**src/demr_defines.svh**
```systemverilog
`ifndef DEMR_DEFINES_SVH
`define DEMR_DEFINES_SVH

// bank-address select codes {ba2,ba1,ba0}
`define DEMR_SEL_EXT_ONE    3'h1
`define DEMR_SEL_EXT_TWO    3'h2
`define DEMR_SEL_EXT_THREE  3'h3
// field positions in the address word
`define DEMR_HT_RATE_BIT    7
`define DEMR_CAL_LSB        7
`define DEMR_CAL_MSB        9
`define DEMR_RSV_TOP_BIT    13
// calibration exit code
`define DEMR_CAL_EXIT       3'h0
// masks of bits kept per register; everything else is reserved zero
`define DEMR_ONE_KEEP_MASK  14'h1FFF
`define DEMR_TWO_KEEP_MASK  14'h0087
`define DEMR_THREE_KEEP_MASK 14'h0000
// mode register set cycle time, in clocks, and width of its wait counter
`define DEMR_TMRD_CK        2
`define DEMR_TMRD_W         4

`endif

```
**src/demr_pkg.sv**
```systemverilog
package demr_pkg;
  // sequencer states
  typedef enum logic [2:0] {
    DEMR_IDLE,
    DEMR_PRECHARGE,
    DEMR_PRE_WAIT,
    DEMR_LOAD,
    DEMR_MRD_WAIT
  } demr_state_e;
  // requested register
  typedef logic [1:0] demr_sel_t;
endpackage

```
**src/demr_wait_cnt.sv**
```systemverilog
`include "demr_defines.svh"

// down counter: loads a count and reports when it reaches zero
module demr_wait_cnt #(
  parameter int W = `DEMR_TMRD_W
) (
  input  wire logic         core_clk,
  input  wire logic         rst_n,
  input  wire logic         load,
  input  wire logic [W-1:0] count,
  output logic              done
);
  logic [W-1:0] cnt_ff;   // remaining clocks
  logic [W-1:0] nxt_cnt;

  // next count: load, else step down to zero
  always_comb begin
    nxt_cnt = cnt_ff;
    if (load) begin
      nxt_cnt = count;
    end else if (cnt_ff != '0) begin
      nxt_cnt = cnt_ff - W'(1);
    end
  end

  // register
  always_ff @(posedge core_clk or negedge rst_n) begin
    if (!rst_n) begin
      cnt_ff <= '0;
    end else begin
      cnt_ff <= nxt_cnt;
    end
  end

  assign done = (cnt_ff == '0) && !load;
endmodule

```
**src/demr_ctrl.sv**
```systemverilog
`include "demr_defines.svh"

module demr_ctrl #(
  parameter int TMRD_CK = `DEMR_TMRD_CK
) (
  input  wire logic        core_clk,
  input  wire logic        rst_n,
  input  wire logic        req,
  input  wire logic [1:0]  req_sel,
  input  wire logic [13:0] req_data,
  input  wire logic        init_done,
  output logic             busy,
  output logic             done,
  output logic             cal_exit_seen,
  output logic             mem_cke,
  output logic             mem_cs_n,
  output logic             mem_ras_n,
  output logic             mem_cas_n,
  output logic             mem_we_n,
  output logic [2:0]       mem_ba,
  output logic [13:0]      mem_addr
);
  demr_pkg::demr_state_e st_ff;      // sequencer state
  demr_pkg::demr_state_e nxt_st;
  demr_pkg::demr_sel_t   sel_ff;     // latched register choice
  demr_pkg::demr_sel_t   nxt_sel;
  logic [13:0]           word_ff;    // latched, masked word
  logic [13:0]           nxt_word;
  logic                  busy_ff;
  logic                  nxt_busy;
  logic                  done_ff;
  logic                  nxt_done;
  logic                  cal_ff;
  logic                  nxt_cal;
  logic                  cke_ff;
  logic                  nxt_cke;
  logic [3:0]            cmd_ff;     // {cs_n,ras_n,cas_n,we_n}
  logic [3:0]            nxt_cmd;
  logic [2:0]            ba_ff;
  logic [2:0]            nxt_ba;
  logic [13:0]           addr_ff;
  logic [13:0]           nxt_addr;
  logic                  cnt_load;   // start wait counter
  logic                  cnt_done;
  logic [13:0]           keep_mask;  // bits allowed per register
  logic [2:0]            sel_code;   // bank code per register
  logic                  two_seen_ff;    // extended two written since reset
  logic                  nxt_two_seen;
  logic                  three_seen_ff;  // extended three written since reset
  logic                  nxt_three_seen;

  localparam logic [3:0] CMD_NOP = 4'h7;
  localparam logic [3:0] CMD_PRE = 4'h2;
  localparam logic [3:0] CMD_MRS = 4'h0;
  localparam logic [3:0] WAIT_CK = 4'(TMRD_CK - 1);

  // wait counter shared by precharge and mode set waits
  demr_wait_cnt #(.W(`DEMR_TMRD_W)) u_wait (
    .core_clk (core_clk),
    .rst_n    (rst_n),
    .load     (cnt_load),
    .count    (WAIT_CK),
    .done     (cnt_done)
  );

  // reserved bits forced to zero per register
  always_comb begin
    case (req_sel)
      2'h1:    keep_mask = `DEMR_ONE_KEEP_MASK;
      2'h2:    keep_mask = `DEMR_TWO_KEEP_MASK;
      2'h3:    keep_mask = `DEMR_THREE_KEEP_MASK;
      default: keep_mask = 14'h0000;
    endcase
  end

  // bank select code of latched register
  always_comb begin
    case (sel_ff)
      2'h1:    sel_code = `DEMR_SEL_EXT_ONE;
      2'h2:    sel_code = `DEMR_SEL_EXT_TWO;
      2'h3:    sel_code = `DEMR_SEL_EXT_THREE;
      default: sel_code = 3'h0;
    endcase
  end

  // sequencer next state and pin values
  always_comb begin
    nxt_st   = st_ff;
    nxt_sel  = sel_ff;
    nxt_word = word_ff;
    nxt_busy = busy_ff;
    nxt_done = 1'b0;
    nxt_cal  = cal_ff;
    nxt_two_seen   = two_seen_ff;
    nxt_three_seen = three_seen_ff;
    nxt_cke  = 1'b1;                 // cke high, no self refresh
    nxt_cmd  = CMD_NOP;
    nxt_ba   = 3'h0;
    nxt_addr = 14'h0000;
    cnt_load = 1'b0;
    case (st_ff)
      demr_pkg::DEMR_IDLE: begin
        nxt_busy = 1'b0;
        if (req) begin
          nxt_sel  = req_sel;
          nxt_word = req_data & keep_mask;
          nxt_busy = 1'b1;
          nxt_st   = demr_pkg::DEMR_PRECHARGE;
        end
      end
      demr_pkg::DEMR_PRECHARGE: begin
        nxt_cmd      = CMD_PRE;       // precharge all banks
        nxt_addr[10] = 1'b1;
        cnt_load     = 1'b1;
        nxt_st       = demr_pkg::DEMR_PRE_WAIT;
      end
      demr_pkg::DEMR_PRE_WAIT: begin
        if (cnt_done) begin
          nxt_st = demr_pkg::DEMR_LOAD;
        end
      end
      demr_pkg::DEMR_LOAD: begin
        nxt_cmd  = CMD_MRS;
        nxt_ba   = sel_code;
        nxt_addr = word_ff;
        if (sel_ff == 2'h1) begin
          nxt_cal = (word_ff[`DEMR_CAL_MSB:`DEMR_CAL_LSB]
                     == `DEMR_CAL_EXIT);
        end
        // remember which init-time registers have been written
        if (sel_ff == 2'h2) begin
          nxt_two_seen = 1'b1;
        end
        if (sel_ff == 2'h3) begin
          nxt_three_seen = 1'b1;
        end
        cnt_load = 1'b1;
        nxt_st   = demr_pkg::DEMR_MRD_WAIT;
      end
      demr_pkg::DEMR_MRD_WAIT: begin
        if (cnt_done) begin
          nxt_done = 1'b1;
          nxt_busy = 1'b0;
          nxt_st   = demr_pkg::DEMR_IDLE;
        end
      end
      default: nxt_st = demr_pkg::DEMR_IDLE;
    endcase
  end

  // register sequencer state and pins
  always_ff @(posedge core_clk or negedge rst_n) begin
    if (!rst_n) begin
      st_ff   <= demr_pkg::DEMR_IDLE;
      sel_ff  <= 2'h0;
      word_ff <= 14'h0000;
      busy_ff <= 1'b0;
      done_ff <= 1'b0;
      cal_ff  <= 1'b0;
      two_seen_ff   <= 1'b0;
      three_seen_ff <= 1'b0;
      cke_ff  <= 1'b0;
      cmd_ff  <= 4'hF;
      ba_ff   <= 3'h0;
      addr_ff <= 14'h0000;
    end else begin
      st_ff   <= nxt_st;
      sel_ff  <= nxt_sel;
      word_ff <= nxt_word;
      busy_ff <= nxt_busy;
      done_ff <= nxt_done;
      cal_ff  <= nxt_cal;
      two_seen_ff   <= nxt_two_seen;
      three_seen_ff <= nxt_three_seen;
      cke_ff  <= nxt_cke;
      cmd_ff  <= nxt_cmd;
      ba_ff   <= nxt_ba;
      addr_ff <= nxt_addr;
    end
  end

  assign busy          = busy_ff;
  assign done          = done_ff;
  assign cal_exit_seen = cal_ff;
  assign mem_cke       = cke_ff;
  assign mem_cs_n      = cmd_ff[3];
  assign mem_ras_n     = cmd_ff[2];
  assign mem_cas_n     = cmd_ff[1];
  assign mem_we_n      = cmd_ff[0];
  assign mem_ba        = ba_ff;
  assign mem_addr      = addr_ff;
endmodule

```
**config.mk**
```make
export PLATFORM = sky130hd
export DESIGN_NAME = demr_ctrl
export DESIGN_NICKNAME = d
export VERILOG_FILES = /design/src/demr_pkg.sv /design/src/demr_wait_cnt.sv /design/src/demr_ctrl.sv
export VERILOG_INCLUDE_DIRS = /design/src
export SDC_FILE = /design/constraint.sdc
export NUM_CORES = 1
export LEC_CHECK = 0
export BUFFER_PORTS_ARGS = -buffer_cell sky130_fd_sc_hd__buf_2
export CAP_MARGIN = 30
export CORE_ASPECT_RATIO = 1.5
export CORE_MARGIN = 10
export CORE_UTILIZATION = 50
export DETAILED_ROUTE_END_ITERATION = 16
export HOLD_SLACK_MARGIN = 0.05
export PLACE_DENSITY = 0.85
export SLEW_MARGIN = 20
export SYNTH_ARGS = -nofsm -noshare
export SYNTH_HDL_FRONTEND = slang
export SYNTH_HIERARCHICAL = 1
export SYNTH_SLANG_ARGS = --single-unit
```
**constraint.sdc**
```tcl
create_clock -name core_clk -period 2.6 [get_ports core_clk]
set_input_delay 0.13 -clock core_clk [delete_from_list [all_inputs] [get_ports core_clk]]
set_output_delay 0.13 -clock core_clk [all_outputs]
set_load 0.005 [all_outputs]
```
==> impl_metrics.yaml <==
synth:
  ys_warn_count: 6
  synthFlopType: "dfrtp_1"
  ys_top_cells_by_area: "dfrtp_1 (58%), nand2_1 (5.3%), and2_1 (5.0%), dfstp_2 (4.5%), o21ai_0 (4.3%)"
  ys_ff_latch: 44
  synth-edff-count: 0
  synth_cell_type_count: 30
  syn_avg_cell_area_um2: 11.3
  yosysSeqAreaShare_pct: 62.9
  synthesis.area_um2: 1760
  synthArstFlopShare_pct: 100
  post-synth-top-area-cell: "dfrtp_1"
  yosys.area.top_type_share_pct: 58.4
  syn_inst: 156
clock_network:
  ctsLongestPathBuffers: 2
  hold_buffers: 1
  cts_resized: 0
  cts_inserted_buffers: 5
  cts_setup_buffers: 0
  clock-sinks: 44
  htreeDepth: 2
  clockRootBuffer: "clkbuf_8"
  clkTransAtPathRegs_ns: 0.08
  insertion_delay_ns: 0.29
  cts_tree: "yes"
detailed_routing:
  ant_nets: 0
  routedWlPerCell_um: 13.6
  drt_first_pass_iters: 4
  wl_mm: 3.31
  drcViolationCount: 0
  drt_iter0_drc: 26
  viasPerCell: 4.86
  via_count: 1187
sta:
  finalHoldViolCount: 0
  grt_setup_unrepaired: "false"
  worst_slack_ns: 0.643
  period_needed_ns: 1.96
  finalHoldWorstSlack_ns: 0.0741
  fin_setup_tns_ns: 0
  drv_slew: 0
  post-route-period-util_pct: 75.3
  setup_viol: 0
  max_freq_mhz: 511
  fin_worst_skew_ns: 0.00397
cells_and_area:
  antenna_cells: 0
  fin_area_um2: 2100
  drive_above_1_share_pct: 28.2
  final_nets: 224
  num-fill-cells: 331
  synthToLayoutAreaGrowth_pct: 19.5
global_routing:
  grt_usage_pct: 11.6
  grt_pass1_wl_mm: 5.61
  grt_pass1_vias: 1284
  grt_max_degree: 45
  grt_antenna_before_repair: 0
  overflow: 0
floorplan:
  rows: 26
  die-area_um2: 6330
  die_x_um: 68.4
  pin_count: 45
  core_area_um2: 3380
  start_util_pct: 51.9
  die_h_um: 92.6
pwr:
  total_power_mw: 2.16
  vdd_ir_drop_max_uv: 614
  power_density_nw_per_um2: 1030
  seq_power_share_pct: 48.3
  switching_power_mw: 0.696
  p_int_mw: 1.46
  sw_frac_of_total_pct: 32.2
  p_clk_share_pct: 23.7
  p_comb_share_pct: 28.0
  p_leak_nw: 1.11
critical_path:
  arrival_ns: 2.13
  r2r_start: "st_ff[2]"
  end_kind: "flop"
  worst-path-max-fanout: 9
  required_ns: 2.78
  worstSetupPathType: "flop to flop"
  crit_start: "st_ff[2]"
  start_kind: "flop"
place:
  place_hpwl_mm: 2.46
  place_area_um2: 1960
  gp_congestion: 0.685
  place_ws_ns: 0.642
  port-buffer-count: 40
worst_hold_path:
  min_path_type: "input pin to flop"
  hold_start: "req_data[8]"
run_status:
  status: "complete, no violations"
flow_run:
  drv_cap: 0
==> final cells by class <==
class / count / area, µm² / share of cell area (%)
clock buffer: 5 / 68.8 / 3.28
tap: 42 / 52.6 / 2.50
sequential: 44 / 1100 / 52.7
timing repair buffer: 42 / 230 / 11.0
multi-input combinational: 101 / 573 / 27.3
clock inverter: 3 / 42.5 / 2.03
inverter: 7 / 26.3 / 1.25
==> layer usage <==
layer / GRT usage, % / routed length (µm) / vias up
met5: 0 / 0 / -
met4: 4.55 / 45 / 0
met3: 6.03 / 289 / 5
met2: 19.4 / 1760 / 39
met1: 11.6 / 1210 / 564
li1: - / - / 579
==> flip-flops by register name, indices dropped and copies added (netlist names) <==
signal / count
sel_ff: 2
mem_addr: 13
cal_exit_seen: 1
busy: 1
word_ff: 13
st_ff: 3
mem_cke: 1
mem_ba: 2
u_wait/cnt_ff: 4
done: 1
cmd_ff: 3
==> power groups by stage <==
stage	registers [mW]	logic, mW	clock network, mW
after floorplan	1.02	0.503	0
final	1.04	0.605	0.512
after detailed placement	1.06	0.612	0
after global routing	1.08	0.705	0.555
after global placement	1.05	0.578	0
after CTS	1.04	0.617	0.526
==> synthesized netlist by cell type, types with 2 or more instances <==
cell type,n
dfstp_2,3
buf_6,3
conb_1,2
and2_1,14
nand2b_1,5
inv_1,7
nand2_1,25
nor3_1,4
dfrtp_1,41
buf_2,2
ha_1,3
or4b_4,2
o21ai_0,15
mux2i_1,2
nor2_1,7
a21oi_1,5
buf_4,3
==> placed cells by master, fill, tap and decap left out, types with 2 or more instances in the layout <==
cell type / count
a21oi_1: 5
and2_1: 14
buf_2: 40
clkbuf_8: 5
conb_1: 8
dfrtp_1: 41
dfstp_2: 3
ha_1: 3
inv_1: 7
mux2i_1: 2
nand2_1: 25
nand2b_1: 5
nor2_1: 7
nor3_1: 4
o21ai_0: 15
or4b_4: 2
==> logic make-up (layout without fill, tap and decap cells) <==
logic type / after synthesis / after routing / synth area share (%)
compound gates: 22 / 22 / 6.77
xor+xnor: 2 / 2 / 0.998
fa+ha+maj: 3 / 3 / 2.14
buf+inv: 17 / 57 / 5.70
flops: 44 / 44 / 62.9
mux: 4 / 4 / 2.64
other cells: 2 / 8 / 0.428
simple gates: 62 / 62 / 18.4
==> critical path, stage by stage, from the launching register on <==
cell and delay (ns):
dfrtp_1 0.45, nand2b_1 0.18, inv_1 0.15, or4b_4 0.58
inv_1 0.15, nor2b_1 0.06, o31ai_1 0.19, nand2_1 0.07
==> final timing paths <==
kind / end / slack (ns) / cells past startpoint
max in group asynchronous: cmd_ff[2] / 1.81 / 3
max reg2reg: busy / 0.64 / 7
min in group asynchronous: done / 0.26 / 2
min reg2reg: word_ff[2] / 0.47 / 2
min: word_ff[8] / 0.07 / 3
max: busy / 0.64 / 7
==> metrics by stage <==
stage	util, %	instances
3_3_place_gp	57.8	234
5_1_grt	62.0	244
4_1_cts	61.4	243
6_report	62.0	244
2_1_floorplan	-	162
3_5_place_dp	57.8	234
Power figures use the tool's default switching activity.
